**src/hw/mbx_params.svh**
```systemverilog
// Purpose: offsets, field positions, reset values and timing counts
// Assumes: APB byte addresses on paddr[11:0]
// Notes:   definitions only
`ifndef MBX_PARAMS_SVH
`define MBX_PARAMS_SVH

// Register byte offsets
`define MBX_OFF_CMD      12'h000
`define MBX_OFF_STATUS   12'h004
`define MBX_OFF_ACC      12'h008
`define MBX_OFF_PC       12'h00C
`define MBX_OFF_TBLHI    12'h010
`define MBX_OFF_WDOG     12'h014
`define MBX_OFF_CTRL     12'h018
`define MBX_MEM_WIN_SEL  4'h1

// Command word fields
`define MBX_CMD_OP_HI    29
`define MBX_CMD_OP_LO    24
`define MBX_CMD_BIT_HI   22
`define MBX_CMD_BIT_LO   20
`define MBX_CMD_IMM_HI   19
`define MBX_CMD_IMM_LO   12
`define MBX_CMD_ADR_HI   9
`define MBX_CMD_ADR_LO   0

// Status bit positions
`define MBX_ST_CARRY     0
`define MBX_ST_HALF      1
`define MBX_ST_ZERO      2
`define MBX_ST_WRAP      3
`define MBX_ST_SLEEP     4
`define MBX_ST_EXPIRY    5
`define MBX_ST_IRQEN     6

// Control bit positions
`define MBX_CTRL_WAKE    0
`define MBX_CTRL_BUSY    1

// Data memory address of the low program counter
`define MBX_PCL_ADDR     6'h06

// Reset values
`define MBX_PC_RST       10'h000
`define MBX_ACC_RST      8'h00

// Timing: system clocks per instruction cycle, base cycle counts
`define MBX_CLK_PER_CYC  4
`define MBX_CYC_SHORT    2'h1
`define MBX_CYC_LONG     2'h2

`endif

```
**src/hw/mbx_pkg.sv**
```systemverilog
// Purpose: shared types of the execution block
// Assumes: opcode values follow declaration order from zero
// Notes:   offsets and counts live in mbx_params.svh
package mbx_pkg;

    typedef enum logic [5:0] {
        NO_OP, DIRECT_JUMP, SKIP_IF_ZERO, SKIP_ZERO_COPY, SKIP_BIT_CLEAR,
        SKIP_IF_BIT_SET, INC_SKIP_ZERO, DEC_SKIP_ZERO, INC_SKIP_ZERO_TO_ACC,
        DEC_SKIP_ZERO_TO_ACC, SUB_CALL, SUBROUTINE_EXIT, SUBROUTINE_EXIT_IMM,
        INTERRUPT_EXIT, TABLE_FETCH_CURRENT_PAGE, TABLE_FETCH_FINAL_PAGE,
        BYTE_CLEAR, BYTE_SET, BIT_CLEAR, WATCHDOG_KICK, WATCHDOG_PREKICK_ONE,
        WATCHDOG_PREKICK_TWO, NIBBLE_EXCHANGE, NIBBLE_EXCHANGE_TO_ACC,
        POWER_DOWN, ADD_WITH_CARRY, ADD_WITH_CARRY_TO_MEMORY, SUM_MEM, SUM_IMM,
        SUM_TO_MEMORY, CONJ_MEM, CONJ_IMM, BITWISE_CONJ_TO_MEMORY
    } mbx_op_t;

    typedef enum logic [2:0] {
        ST_IDLE, ST_OPER, ST_HOLD, ST_APB, ST_APBDONE
    } mbx_state_t;

endpackage

```
**src/hw/mbx_mem_if.sv**
```systemverilog
// Purpose: data memory port between core and memory
// Assumes: read data registered, one cycle after address
// Notes:   write and read share one address
`timescale 1ns/1ps
`default_nettype none
interface mbx_mem_if;
    logic [5:0] addr;
    logic       we;
    logic [7:0] wdata;
    logic [7:0] rdata;
    modport ctrl (output addr, output we, output wdata, input rdata);
    modport mem  (input addr, input we, input wdata, output rdata);
endinterface
`default_nettype wire

```
**src/hw/mbx_dmem.sv**
```systemverilog
// Purpose: data memory with registered read
// Assumes: read returns the old word on a same-cycle write
// Notes:   cleared at reset
`timescale 1ns/1ps
`default_nettype none
module mbx_dmem #(
    parameter int DEPTH = 64
) (
    // Clock and reset
    input wire logic    pclk,
    input wire logic    presetn,
    // Memory port
    mbx_mem_if.mem      port
);
    typedef struct packed {
        logic [DEPTH-1:0][7:0] arr;
        logic [7:0]            rdata;
    } dmem_st_t;

    dmem_st_t st_ff;
    dmem_st_t nxt_st;

    if (DEPTH != 64) begin : g_chk
        $error("mbx_dmem: DEPTH must match the 6-bit address");
    end

    assign port.rdata = st_ff.rdata;

    always_comb begin
        nxt_st = st_ff;
        nxt_st.rdata = st_ff.arr[port.addr];
        if (port.we) begin
            nxt_st.arr[port.addr] = port.wdata;
        end
    end

    always_ff @(posedge pclk or negedge presetn) begin
        if (!presetn) begin
            st_ff <= '0;
        end else begin
            st_ff <= nxt_st;
        end
    end
endmodule
`default_nettype wire

```
**src/hw/mbx_core.sv**
```systemverilog
// Purpose: executes one command word of the 8-bit instruction subset
// Assumes: APB slave, combinational program ROM answering within the same clock
// Notes:   one instruction cycle is four pclk periods
//
// What this block does
// - Test byte or bit, skip; copy variant loads acc
// - Inc/dec memory, write back, skip on zero
// - Inc/dec into acc, skip on zero, no flags
// - Taken skip adds one instruction cycle
// - Writing low program counter adds one cycle
// - Call pushes next address, jumps, two cycles
// - Exits pop stack in two cycles; immediate loads acc
// - Current-page table fetch to memory and high latch
// - Final-page table fetch, last program page
// - Kick clears watchdog, sleep and expiry flags
// - Both pre-kicks needed to clear; lone one records
// - Power-down stops, clears watchdog, sets sleep flag
// - Interrupt exit sets global interrupt enable
// - Add-with-carry into acc, four flags updated
// - Add-with-carry into memory, four flags updated
// - Plain add ignores carry, four flags updated
// - Conjunction to acc or memory, zero only
// - Bit clear and byte clear, no flags
// - Nibble exchange, acc form one cycle
//
// Implementation choices: the register offsets and the APB register port.
`timescale 1ns/1ps
`default_nettype none
`include "mbx_params.svh"
module mbx_core import mbx_pkg::*; #(
    parameter int PC_W        = 10,
    parameter int PROG_W      = 14,
    parameter int STACK_DEPTH = 2,
    parameter int WDT_W       = 8,
    parameter int PRESC_W     = 8
) (
    // Clock and reset
    input wire logic                pclk,
    input wire logic                presetn,
    // APB slave
    input wire logic                psel,
    input wire logic                penable,
    input wire logic                pwrite,
    input wire logic [11:0]         paddr,
    input wire logic [31:0]         pwdata,
    output logic     [31:0]         prdata,
    output logic                    pready,
    output logic                    pslverr,
    // Program memory
    output logic     [PC_W-1:0]     prog_addr,
    input wire logic [PROG_W-1:0]   prog_data,
    // Power state
    output logic                    sleeping
);
    typedef struct packed {
        mbx_state_t                         state;
        logic                               pend;
        mbx_op_t                            op;
        logic [2:0]                         bsel;
        logic [7:0]                         imm;
        logic [PC_W-1:0]                    target;
        logic [7:0]                         acc;
        logic [PC_W-1:0]                    pc;
        logic [STACK_DEPTH-1:0][PC_W-1:0]   stack;
        logic [PROG_W-9:0]                  table_high_latch;
        logic                               c;
        logic                               hc;
        logic                               z;
        logic                               ov;
        logic                               sleep_flag;
        logic                               to;
        logic                               global_irq_enable;
        logic                               halted;
        logic                               pk1;
        logic                               pk2;
        logic [WDT_W-1:0]                   wdt;
        logic [PRESC_W-1:0]                 presc;
        logic [1:0]                         phase;
        logic [1:0]                         left;
        logic [31:0]                        prdata;
        logic                               pready;
        logic                               pslverr;
        logic [PC_W-1:0]                    prog_addr;
    } core_st_t;

    core_st_t           st_ff;
    core_st_t           nxt_st;
    mbx_mem_if          mem ();

    logic [7:0]         rd;
    logic [7:0]         res;
    logic [7:0]         opb;
    logic [8:0]         s9;
    logic [4:0]         s5;
    logic [1:0]         base;
    logic [PC_W-1:0]    npc;
    logic               wr_m;
    logic               skip;
    logic               pclw;
    logic               arith;
    logic               conj;
    logic               cin;
    logic               tick;
    logic               acc_ph;
    logic               memwin;
    logic               busy;

    if (PC_W < 9 || PROG_W < 9 || STACK_DEPTH < 1 || WDT_W < 1 || PRESC_W < 1)
    begin : g_chk
        $error("mbx_core: unsupported parameter values");
    end

    mbx_dmem #(.DEPTH(64)) u_dmem (
        .pclk    (pclk),
        .presetn (presetn),
        .port    (mem.mem)
    );

    assign prdata    = st_ff.prdata;
    assign pready    = st_ff.pready;
    assign pslverr   = st_ff.pslverr;
    assign prog_addr = st_ff.prog_addr;
    assign sleeping  = st_ff.halted;

    always_comb begin
        nxt_st    = st_ff;
        mem.addr  = st_ff.target[5:0];
        mem.we    = 1'b0;
        mem.wdata = 8'h00;
        tick   = (st_ff.phase == 2'(`MBX_CLK_PER_CYC - 1));
        acc_ph = psel && penable;
        memwin = (paddr[11:8] == `MBX_MEM_WIN_SEL);
        busy   = st_ff.pend || (st_ff.state != ST_IDLE);
        // Operand fetch; low program counter reads back as a byte
        rd   = (st_ff.target[5:0] == `MBX_PCL_ADDR) ? st_ff.pc[7:0] : mem.rdata;
        opb  = (st_ff.op == SUM_IMM || st_ff.op == CONJ_IMM) ? st_ff.imm : rd;
        cin  = (st_ff.op == ADD_WITH_CARRY || st_ff.op == ADD_WITH_CARRY_TO_MEMORY)
               && st_ff.c;
        s9   = {1'b0, st_ff.acc} + {1'b0, opb} + {8'h00, cin};
        s5   = {1'b0, st_ff.acc[3:0]} + {1'b0, opb[3:0]} + {4'h0, cin};
        res  = rd;
        base = `MBX_CYC_SHORT;
        npc  = st_ff.pc + PC_W'(1);
        wr_m  = 1'b0;
        skip  = 1'b0;
        pclw  = 1'b0;
        arith = 1'b0;
        conj  = 1'b0;

        // Instruction cycle divider
        nxt_st.phase = tick ? 2'h0 : st_ff.phase + 2'h1;

        // APB register path
        if (st_ff.pready) begin
            nxt_st.pready  = 1'b0;
            nxt_st.pslverr = 1'b0;
            if (pwrite && !st_ff.pslverr && !memwin) begin
                if (paddr == `MBX_OFF_CMD) begin
                    nxt_st.op     = mbx_op_t'(pwdata[`MBX_CMD_OP_HI:`MBX_CMD_OP_LO]);
                    nxt_st.bsel   = pwdata[`MBX_CMD_BIT_HI:`MBX_CMD_BIT_LO];
                    nxt_st.imm    = pwdata[`MBX_CMD_IMM_HI:`MBX_CMD_IMM_LO];
                    nxt_st.target = PC_W'(pwdata[`MBX_CMD_ADR_HI:`MBX_CMD_ADR_LO]);
                    nxt_st.pend   = 1'b1;
                end else if (paddr == `MBX_OFF_STATUS) begin
                    nxt_st.c   = pwdata[`MBX_ST_CARRY];
                    nxt_st.hc  = pwdata[`MBX_ST_HALF];
                    nxt_st.z   = pwdata[`MBX_ST_ZERO];
                    nxt_st.ov  = pwdata[`MBX_ST_WRAP];
                    nxt_st.global_irq_enable = pwdata[`MBX_ST_IRQEN];
                end else if (paddr == `MBX_OFF_ACC) begin
                    nxt_st.acc = pwdata[7:0];
                end else if (paddr == `MBX_OFF_PC) begin
                    nxt_st.pc = pwdata[PC_W-1:0];
                end else if (paddr == `MBX_OFF_CTRL) begin
                    if (pwdata[`MBX_CTRL_WAKE]) begin
                        nxt_st.halted = 1'b0;
                    end
                end
            end
        end else if (acc_ph && !memwin) begin
            nxt_st.pready  = 1'b1;
            nxt_st.pslverr = 1'b0;
            nxt_st.prdata  = 32'h0000_0000;
            if (paddr == `MBX_OFF_CMD) begin
                nxt_st.pslverr = pwrite && busy;
                nxt_st.prdata  = {26'h0, st_ff.op};
            end else if (paddr == `MBX_OFF_STATUS) begin
                nxt_st.prdata = {25'h0, st_ff.global_irq_enable, st_ff.to, st_ff.sleep_flag, st_ff.ov,
                                 st_ff.z, st_ff.hc, st_ff.c};
            end else if (paddr == `MBX_OFF_ACC) begin
                nxt_st.prdata = {24'h0, st_ff.acc};
            end else if (paddr == `MBX_OFF_PC) begin
                nxt_st.pslverr = pwrite && busy;
                nxt_st.prdata  = 32'(st_ff.pc);
            end else if (paddr == `MBX_OFF_TBLHI) begin
                nxt_st.prdata = 32'(st_ff.table_high_latch);
            end else if (paddr == `MBX_OFF_WDOG) begin
                nxt_st.prdata = 32'(st_ff.wdt);
            end else if (paddr == `MBX_OFF_CTRL) begin
                nxt_st.prdata = {30'h0, busy, st_ff.halted};
            end else begin
                nxt_st.pslverr = 1'b1;
            end
        end

        case (st_ff.state)
            ST_IDLE: begin
                if (tick && st_ff.pend && !st_ff.halted) begin
                    nxt_st.pend  = 1'b0;
                    nxt_st.state = ST_OPER;
                    if (st_ff.op == TABLE_FETCH_FINAL_PAGE) begin
                        nxt_st.prog_addr = {{(PC_W-8){1'b1}}, st_ff.imm};
                    end else begin
                        nxt_st.prog_addr = {st_ff.pc[PC_W-1:8], st_ff.imm};
                    end
                end else if (acc_ph && memwin && !st_ff.pready) begin
                    mem.addr     = paddr[7:2];
                    nxt_st.state = ST_APB;
                end
            end
            ST_APB: begin
                nxt_st.prdata = {24'h0, mem.rdata};
                nxt_st.pready = 1'b1;
                nxt_st.state  = ST_APBDONE;
            end
            ST_APBDONE: begin
                mem.addr     = paddr[7:2];
                mem.we       = pwrite;
                mem.wdata    = pwdata[7:0];
                nxt_st.state = ST_IDLE;
            end
            ST_OPER: begin
                case (st_ff.op)
                    DIRECT_JUMP: begin
                        base = `MBX_CYC_LONG;
                        npc  = st_ff.target;
                    end
                    SKIP_IF_ZERO: skip = (rd == 8'h00);
                    SKIP_ZERO_COPY: begin
                        nxt_st.acc = rd;
                        skip       = (rd == 8'h00);
                    end
                    SKIP_BIT_CLEAR:  skip = !rd[st_ff.bsel];
                    SKIP_IF_BIT_SET: skip = rd[st_ff.bsel];
                    INC_SKIP_ZERO, DEC_SKIP_ZERO: begin
                        res  = (st_ff.op == INC_SKIP_ZERO) ? rd + 8'h01 : rd - 8'h01;
                        wr_m = 1'b1;
                        skip = (res == 8'h00);
                    end
                    INC_SKIP_ZERO_TO_ACC, DEC_SKIP_ZERO_TO_ACC: begin
                        res  = (st_ff.op == INC_SKIP_ZERO_TO_ACC) ? rd + 8'h01
                                                                   : rd - 8'h01;
                        nxt_st.acc = res;
                        skip       = (res == 8'h00);
                    end
                    SUB_CALL: begin
                        base = `MBX_CYC_LONG;
                        for (int i = STACK_DEPTH - 1; i > 0; i--) begin
                            nxt_st.stack[i] = st_ff.stack[i-1];
                        end
                        nxt_st.stack[0] = st_ff.pc + PC_W'(1);
                        npc = st_ff.target;
                    end
                    SUBROUTINE_EXIT, SUBROUTINE_EXIT_IMM, INTERRUPT_EXIT: begin
                        base = `MBX_CYC_LONG;
                        npc  = st_ff.stack[0];
                        for (int i = 0; i < STACK_DEPTH - 1; i++) begin
                            nxt_st.stack[i] = st_ff.stack[i+1];
                        end
                        nxt_st.stack[STACK_DEPTH-1] = '0;
                        if (st_ff.op == SUBROUTINE_EXIT_IMM) begin
                            nxt_st.acc = st_ff.imm;
                        end
                        if (st_ff.op == INTERRUPT_EXIT) begin
                            nxt_st.global_irq_enable = 1'b1;
                        end
                    end
                    TABLE_FETCH_CURRENT_PAGE, TABLE_FETCH_FINAL_PAGE: begin
                        base        = `MBX_CYC_LONG;
                        res         = prog_data[7:0];
                        wr_m        = 1'b1;
                        nxt_st.table_high_latch = prog_data[PROG_W-1:8];
                    end
                    BYTE_CLEAR: begin
                        res  = 8'h00;
                        wr_m = 1'b1;
                    end
                    BYTE_SET: begin
                        res  = 8'hFF;
                        wr_m = 1'b1;
                    end
                    BIT_CLEAR: begin
                        res[st_ff.bsel] = 1'b0;
                        wr_m            = 1'b1;
                    end
                    WATCHDOG_KICK: begin
                        nxt_st.wdt = '0;
                        nxt_st.sleep_flag = 1'b0;
                        nxt_st.to  = 1'b0;
                        nxt_st.pk1 = 1'b0;
                        nxt_st.pk2 = 1'b0;
                    end
                    WATCHDOG_PREKICK_ONE, WATCHDOG_PREKICK_TWO: begin
                        if ((st_ff.op == WATCHDOG_PREKICK_ONE) ? st_ff.pk2 : st_ff.pk1)
                        begin
                            nxt_st.wdt = '0;
                            nxt_st.sleep_flag = 1'b0;
                            nxt_st.to  = 1'b0;
                            nxt_st.pk1 = 1'b0;
                            nxt_st.pk2 = 1'b0;
                        end else if (st_ff.op == WATCHDOG_PREKICK_ONE) begin
                            nxt_st.pk1 = 1'b1;
                        end else begin
                            nxt_st.pk2 = 1'b1;
                        end
                    end
                    NIBBLE_EXCHANGE: begin
                        res  = {rd[3:0], rd[7:4]};
                        wr_m = 1'b1;
                    end
                    NIBBLE_EXCHANGE_TO_ACC: nxt_st.acc = {rd[3:0], rd[7:4]};
                    POWER_DOWN: begin
                        nxt_st.halted = 1'b1;
                        nxt_st.wdt    = '0;
                        nxt_st.presc  = '0;
                        nxt_st.sleep_flag    = 1'b1;
                        nxt_st.to     = 1'b0;
                    end
                    ADD_WITH_CARRY, SUM_MEM, SUM_IMM: begin
                        nxt_st.acc = s9[7:0];
                        arith      = 1'b1;
                    end
                    ADD_WITH_CARRY_TO_MEMORY, SUM_TO_MEMORY: begin
                        res   = s9[7:0];
                        wr_m  = 1'b1;
                        arith = 1'b1;
                    end
                    CONJ_MEM, CONJ_IMM: begin
                        nxt_st.acc = st_ff.acc & opb;
                        conj       = 1'b1;
                    end
                    BITWISE_CONJ_TO_MEMORY: begin
                        res  = st_ff.acc & opb;
                        wr_m = 1'b1;
                        conj = 1'b1;
                    end
                    default: ;
                endcase
                if (arith) begin
                    nxt_st.c  = s9[8];
                    nxt_st.hc = s5[4];
                    nxt_st.z  = (s9[7:0] == 8'h00);
                    nxt_st.ov = (st_ff.acc[7] == opb[7]) && (s9[7] != st_ff.acc[7]);
                end
                if (conj) begin
                    nxt_st.z = ((st_ff.acc & opb) == 8'h00);
                end
                pclw = wr_m && (st_ff.target[5:0] == `MBX_PCL_ADDR);
                if (wr_m && !pclw) begin
                    mem.we    = 1'b1;
                    mem.wdata = res;
                end
                if (pclw) begin
                    npc = {st_ff.pc[PC_W-1:8], res};
                end else if (skip) begin
                    npc = st_ff.pc + PC_W'(2);
                end
                nxt_st.pc    = npc;
                nxt_st.left  = base + {1'b0, pclw} + {1'b0, skip && !pclw};
                nxt_st.state = ST_HOLD;
            end
            ST_HOLD: begin
                if (tick) begin
                    nxt_st.left = st_ff.left - 2'h1;
                    if (st_ff.left == 2'h1) begin
                        nxt_st.state = ST_IDLE;
                    end
                end
            end
            default: nxt_st.state = ST_IDLE;
        endcase

        // Watchdog; time-out set wins over any clear
        if (tick) begin
            nxt_st.presc = st_ff.presc + PRESC_W'(1);
            if (&st_ff.presc) begin
                nxt_st.wdt = st_ff.wdt + WDT_W'(1);
                if (&st_ff.wdt) begin
                    nxt_st.to     = 1'b1;
                    nxt_st.halted = 1'b0;
                end
            end
        end
    end

    always_ff @(posedge pclk or negedge presetn) begin
        if (!presetn) begin
            st_ff     <= '0;
            st_ff.pc  <= `MBX_PC_RST;
            st_ff.acc <= `MBX_ACC_RST;
        end else begin
            st_ff <= nxt_st;
        end
    end
endmodule
`default_nettype wire

```
**config.mk**
```make
export PLATFORM = sky130hd
export DESIGN_NAME = mbx_core
export DESIGN_NICKNAME = d
export VERILOG_FILES = /design/src/hw/mbx_pkg.sv /design/src/hw/mbx_mem_if.sv /design/src/hw/mbx_dmem.sv /design/src/hw/mbx_core.sv
export VERILOG_INCLUDE_DIRS = /design/src /design/src/hw
export SDC_FILE = /design/constraint.sdc
export NUM_CORES = 1
export LEC_CHECK = 0
export ABC_AREA = 0
export ABC_CLOCK_PERIOD_IN_PS = 6100
export BUFFER_PORTS_ARGS = -buffer_cell sky130_fd_sc_hd__buf_2
export CORE_ASPECT_RATIO = 0.5
export CORE_MARGIN = 4
export CORE_UTILIZATION = 62
export CTS_BUF_LIST = sky130_fd_sc_hd__clkbuf_16
export DETAILED_ROUTE_END_ITERATION = 8
export PLACE_DENSITY = 0.86
export SYNTH_ARGS = -nofsm -noshare
export SYNTH_HDL_FRONTEND = slang
export SYNTH_SLANG_ARGS = --single-unit
```
**constraint.sdc**
```tcl
create_clock -name pclk -period 6.1 [get_ports pclk]
set_input_delay 0.61 -clock pclk [delete_from_list [all_inputs] [get_ports pclk]]
set_output_delay 0.61 -clock pclk [all_outputs]
set_load 0.005 [all_outputs]
```
==> flow_summary.toml, run 1 <==
[run_status]
status = "finished, violations left"
violations = "hold timing"

[layout]
area_growth_pct = 7.78
final_nets = 3452
final_cell_mix = "nand2_1, dfrtp_1, o21ai_0"
stdcell_area_mm2 = 0.0343
layout_commonest_cell = "nand2_1"
drive_gt1_share_pct = 9.26
antenna_cells = 0

[global_routing]
grt_pass1_vias = 26500
grt_max_degree = 165
grt.total_usage_pct = 35.0
overflow = 0
antenna_found_initial = 3
grt_pass1_wl_um = 152000

[clock_network]
postCtsResizedCells = 0
clkSlewWorstSetupHoldPaths_ps = 70
clk_latency_ps = 620
cts_buffers = 54
clockBufferDepth = 3
cts_max_level = 2
postCtsSetupBuffers = 0
cts.sinks = 647
cts_tree = "done"
cts-hold-fix-buffers = 0
root_buffer = "clkbuf_16"

[placed_design]
dp_hpwl_um = 62400
placed_cell_area_mm2 = 0.0326
portBuffers = 80
place.gp.congestion = 1.03

[worst_hold_path]
worstHoldPathType = "in -> async"

[floorplan]
fp-row-count = 58
dieHeight_um = 168
io-pin-count = 108
start_util_pct = 63.1
die_w_um = 329
dieArea_mm2 = 0.0553
coreArea_mm2 = 0.0505

[logic_synthesis]
yosys_warnings = 0
seq_area_frac_synth_pct = 50.8
synth-seq-cells = 647
synthFlopType = "dfrtp_1"
synth_area_per_cell_um2 = 9.22
synth_edf_count = 0
netlist_area_mm2 = 0.0319
netlist_instances = 3457
synthArstFlopShare_pct = 100
yosysUniqueCellTypes = 86

[sta]
fmax_mhz = 186
setup_viol = 0
relSlewSlack_pct = 2.80
fin_crit_sh_pct = 88.4
rsz0062_at_grt = "false"
skew_ps = 27.3
whs_ps = -13.9
slew_viol_final = 0
fin_tns_setup_ps = 0
hold_viol = 4
min_period_ps = 5390
tightest_slew_ps = 1450

[worst_setup_path]
crit_path_end_kind = "register"
worstSetupPathType = "reg -> reg"
r2r_setup_slack_ps = 710
reg2reg_from = "st_ff[143]$_DFFE_PN0P_"
startpoint_type = "register"
worstPathArrival_ps = 5860
crit_fanout = 64
crit_path_end = "u_dmem.st_ff[404]$_DFFE_PN0P_"
required_ps = 6570
timing.rr.end = "u_dmem.st_ff[404]$_DFFE_PN0P_"
reg2reg_depth = 17
critPathLaunch = "st_ff[143]$_DFFE_PN0P_"

[power_and_ir_drop]
p_per_area_mw_per_mm2 = 250
switching_power_uw = 2180
power.share.switching_pct = 25.3
seq_power_share_pct = 51.6
combinationalPowerShare_pct = 7.1
p_clk_share_pct = 41.3
p_int_uw = 6430
peakVddDrop_v = 0.000197
p_leak_uw = 0.0146

[detailed_routing]
routed_via_density = 6.75
vias = 27700
ant_nets = 0
drtPass1Iterations = 6
wl_per_cell_um = 23.8
route.detailed.drc = 0
drtIter0Drc = 4029
drt_wl_total_um = 97500

[run]
cap_violations = 0
-- cells by family after synthesis --
family                     share of synthesized area [%]
buffers and inverters                               4.63
xor gates and xnor gates                           0.962
DFF                                                 50.8
AOI/OAI and AO/OA                                   21.5
and+or+nand+nor                                     14.6
adders and majority gates                          0.817
other                                             0.0118
muxes                                               6.66
-- cell usage after synthesis, types with 26 or more instances --
| cell | count | area share (%) |
|---|---|---|
| mux2_2 | 52 | 1.8 |
| buf_2 | 33 | 0.52 |
| o21ai_1 | 28 | 0.44 |
| a21oi_1 | 126 | 2.0 |
| a22oi_1 | 122 | 2.9 |
| inv_1 | 27 | 0.32 |
| buf_4 | 43 | 1.0 |
| o21ai_0 | 584 | 9.2 |
| dfrtp_1 | 647 | 51 |
| o22ai_1 | 34 | 0.67 |
| a22o_1 | 26 | 0.71 |
| nand2_1 | 739 | 8.7 |
| nand3_1 | 49 | 0.77 |
| o211ai_1 | 31 | 0.73 |
| nor3_1 | 47 | 0.74 |
| a221oi_1 | 33 | 0.91 |
| clkbuf_1 | 203 | 2.4 |
| nor2_1 | 120 | 1.4 |
| mux2i_1 | 140 | 4.4 |
-- routing by layer --
metal | wire [um] | share of wire [%] | global-route usage [%]
met4 | 4550 | 4.7 | 14.7
met2 | 44100 | 45 | 54.9
met5 | 43 | 0.044 | 0
met3 | 10800 | 11 | 8.19
met1 | 38000 | 39 | 47.3
-- sequential cells by signal, indices dropped and copies added (netlist names) --
| signal | cells |
|---|---|
| u_dmem.st_ff | 512 |
| st_ff | 104 |
| prdata | 10 |
| prog_addr | 10 |
| u_dmem.port.rdata | 8 |
| pready | 1 |
| pslverr | 1 |
| sleeping | 1 |
-- worst min path at each step --
stage               slack, ps                    end  depth (start not counted)                start
CTS                        20    st_ff[57]$_DFF_PN0_                          1              presetn
global route               40    st_ff[57]$_DFF_PN0_                          1              presetn
finish                    -10    st_ff[57]$_DFF_PN0_                          1              presetn
detailed placement        420    st_ff[46]$_DFF_PN0_                          1  st_ff[46]$_DFF_PN0_
floorplan                 310  prdata[0]$_DFFE_PN0P_                          0              presetn
global placement          410    st_ff[46]$_DFF_PN0_                          1  st_ff[46]$_DFF_PN0_
-- final cells by class --
| cell class | instances | area, um2 |
|---|---|---|
| clock buffer | 54 | 1350 |
| tap | 690 | 863 |
| timing repair buffer | 139 | 991 |
| inverter | 28 | 105 |
| sequential | 647 | 16200 |
| multi-input combinational | 2500 | 14400 |
| clock inverter | 46 | 425 |
| fill | 3744 | 16200 |
-- power by group through the flow --
stage,sequential [uW],clock [uW],combinational [uW]
after CTS,4430,3570,601
after global placement,4510,0,584
final,4440,3550,607
after detailed placement,4510,0,598
after floorplan,4430,0,436
after global routing,4440,3760,677
-- metrics by stage --
step	hold WS, ps	setup WS [ps]	total power [uW]	instances	utilization (%)
finish	-13.9	709	8600	4104	68.0
global route	38.7	544	8870	4104	68.0
CTS	20.6	894	8600	4104	68.0
detailed placement	420	936	5110	4004	64.5
global placement	413	944	5100	4004	64.5
floorplan	314	1580	4860	3478	-
-- critical path, stage by stage, from the launching register on --
cell      delay (ps)
dfrtp_1          750
nand2b_1         270
nor3_1           510
mux2_2           420
inv_1             70
fa_1             160
inv_1             60
fa_1             430
a21o_1           180
a21oi_1          340
xnor2_1          210
a221oi_1         340
o21ai_0          240
a211oi_1         440
nor2b_1          150
a21oi_4          180
buf_12           260
o21ai_0          160
No activity file was read; power rests on OpenSTA's default activity.
==> run 2, diff against run 1 <==
--- a/config.mk
+++ b/config.mk
@@ -8,13 +8,13 @@
 export LEC_CHECK = 0
 export ABC_AREA = 0
 export ABC_CLOCK_PERIOD_IN_PS = 6100
-export BUFFER_PORTS_ARGS = -buffer_cell sky130_fd_sc_hd__buf_2
 export CORE_ASPECT_RATIO = 0.5
 export CORE_MARGIN = 4
 export CORE_UTILIZATION = 62
 export CTS_BUF_LIST = sky130_fd_sc_hd__clkbuf_16
 export DETAILED_ROUTE_END_ITERATION = 8
-export PLACE_DENSITY = 0.86
+export DONT_BUFFER_PORTS = 1
+export PLACE_DENSITY = 0.84
 export SYNTH_ARGS = -nofsm -noshare
 export SYNTH_HDL_FRONTEND = slang
 export SYNTH_SLANG_ARGS = --single-unit
==> flow_summary.toml, run 2 (synthesized netlist as in run 1, its figures left out) <==
[sta]
min_period_ps = 5320
fin_tns_setup_ps = 0
fmax_mhz = 188
tightest_slew_ps = 2550
hold_viol = 189
setup_viol = 0
whs_ps = -295
slew_viol_final = 452
postLayoutSetupSlackWorst_ps = 781
fin_crit_sh_pct = 87.2
relSlewSlack_pct = -69.8
skew_ps = 34.1
rsz0062_at_grt = "false"

[global_routing]
grt_max_degree = 648
grt_pass1_vias = 26000
grt.total_usage_pct = 34.8
grt_pass1_wl_um = 151000
overflow = 0
antenna_found_initial = 4

[worst_setup_path]
crit_fanout = 64
crit_buf_inv = 5
crit_path_end_kind = "register"
required_ps = 6590
max_stage_delay_ps = 440
worstSetupPathType = "reg -> reg"
worstPathArrival_ps = 5810
critPathTopFamily = "compound AO/OA/AOI/OAI gates"
cp_cell_sequence = "buf_4 -> nand2b_1 -> nand2_1 -> nor3_1 -> buf_4 -> mux2_2 -> inv_1 -> fa_1 -> inv_1 -> fa_1 -> a21o_1 -> a21oi_1 -> xnor2_1 -> a221oi_1 -> o21ai_0 -> a211oi_1 -> nor2b_1 -> a21oi_4 -> buf_12 -> o21ai_0"
startpoint_type = "register"
slowest_stage = "fa_1"

[detailed_routing]
routed_via_density = 6.69
highest_layer = "met5"
route.detailed.drc = 0
met3WireLength_um = 10500
wl_met2_um = 43400
met1Wirelength_um = 38200
drtPass1Iterations = 6
vias = 27000
wl_per_cell_um = 24.0
drt_wl_total_um = 96800
drtIter0Drc = 3883
ant_nets = 0

[power_and_ir_drop]
seq_power_share_pct = 52.8
p_clk_share_pct = 41.5
p_int_uw = 6320
combinationalPowerShare_pct = 5.7
p_per_area_mw_per_mm2 = 249
p_leak_uw = 0.0143
power.share.switching_pct = 24.9
power_uw = 8430
switching_power_uw = 2100
peakVddDrop_v = 0.000241

[placed_design]
place.gp.congestion = 0.992
portBuffers = 0
dpl_worst_slack_ps = 871
dp_hpwl_um = 61400
numPlacedInstances = 3927

[clock_network]
clockBufferDepth = 3
postCtsResizedCells = 0
root_buffer = "clkbuf_16"
cts_tree = "done"
cts_max_level = 2
postCtsSetupBuffers = 0
clkSlewWorstSetupHoldPaths_ps = 70
clk_latency_ps = 640
cts.sinks = 647
cts_buffers = 56

[floorplan]
fp-row-count = 58
start_util_pct = 63.1
dieArea_mm2 = 0.0553
coreArea_mm2 = 0.0505
die_w_um = 329
io-pin-count = 108
dieHeight_um = 168

[run_status]
status = "finished, violations left"
violations = "hold timing, slew limit"

[layout]
largest_register_ffs = 512
layout_commonest_cell = "nand2_1"
final_nets = 3377
fillerInstances = 3821
top_register = "u_dmem.st_ff"
area_growth_pct = 6.41
drive_gt1_share_pct = 7.21
seqCellArea_mm2 = 0.0162
reg_top3 = "u_dmem.st_ff: 512 flops, st_ff: 104 flops"
multi_input_area_mm2 = 0.0144
final_cell_count_no_fill = 4033
final_cell_mix = "nand2_1, dfrtp_1, o21ai_0"

[run]
cap_violations = 0

[worst_hold_path]
worstHoldPathType = "in -> async"
-- run 2: cell count changes in the layout (fill, tap and decap cells not counted), sizes merged --
| cell | delta |
|---|---|
| clkbuf | +3 |
| clkinv | -4 |
| buf | -77 |
| inv | +13 |
| bufinv | -4 |
| diode | +1 |
| clkinvlp | -3 |
-- run 2: final cells by class --
| cell class | count | area share [%] |
|---|---|---|
| sequential | 647 | 47.8 |
| multi-input combinational | 2500 | 42.6 |
| clock buffer | 57 | 4.21 |
| tap | 690 | 2.55 |
| timing repair buffer | 62 | 1.63 |
| clock inverter | 48 | 0.985 |
| inverter | 28 | 0.310 |
| antenna | 1 | 0.00738 |
-- run 2: worst paths after layout --
check / startpoint / to / slack, ps / cells after the start
setup / recovery: st_ff[140]$_DFFE_PN0P_ / u_dmem.st_ff[52]$_DFFE_PN0P_ / 780 / 20
hold / removal: presetn / st_ff[50]$_DFFE_PN0P_ / -300 / 0
setup reg to reg: st_ff[140]$_DFFE_PN0P_ / u_dmem.st_ff[52]$_DFFE_PN0P_ / 780 / 20
hold reg to reg: st_ff[46]$_DFF_PN0_ / st_ff[46]$_DFF_PN0_ / 430 / 1
max in group asynchronous: presetn / u_dmem.st_ff[75]$_DFFE_PN0P_ / 4420 / 0
min in group pclk: pwdata[22] / st_ff[138]$_DFFE_PN0P_ / 110 / 1
-- run 2: through the flow --
step / utilization [%] / area [um2]
after floorplan: - / 31900
after global placement: 63.6 / 32100
after detailed placement: 63.6 / 32100
final: 67.1 / 33900
after global routing: 67.1 / 33900
after CTS: 67.1 / 33900
-- run 2: power by group through the flow --
| stage | clock network [uW] | logic (uW) | registers [uW] |
|---|---|---|---|
| floorplan | 0 | 436 | 4430 |
| global route | 3710 | 533 | 4440 |
| global placement | 0 | 456 | 4520 |
| CTS | 3510 | 475 | 4440 |
| finish | 3500 | 484 | 4450 |
| detailed placement | 0 | 470 | 4520 |
-- run 2: routing by layer --
| metal | track usage, % | up-vias |
|---|---|---|
| met1 | 47.3 | 13100 |
| met5 | 0 | - |
| met3 | 8.57 | 328 |
| li1 | - | 11900 |
| met2 | 54.0 | 1590 |
| met4 | 14.9 | 6 |
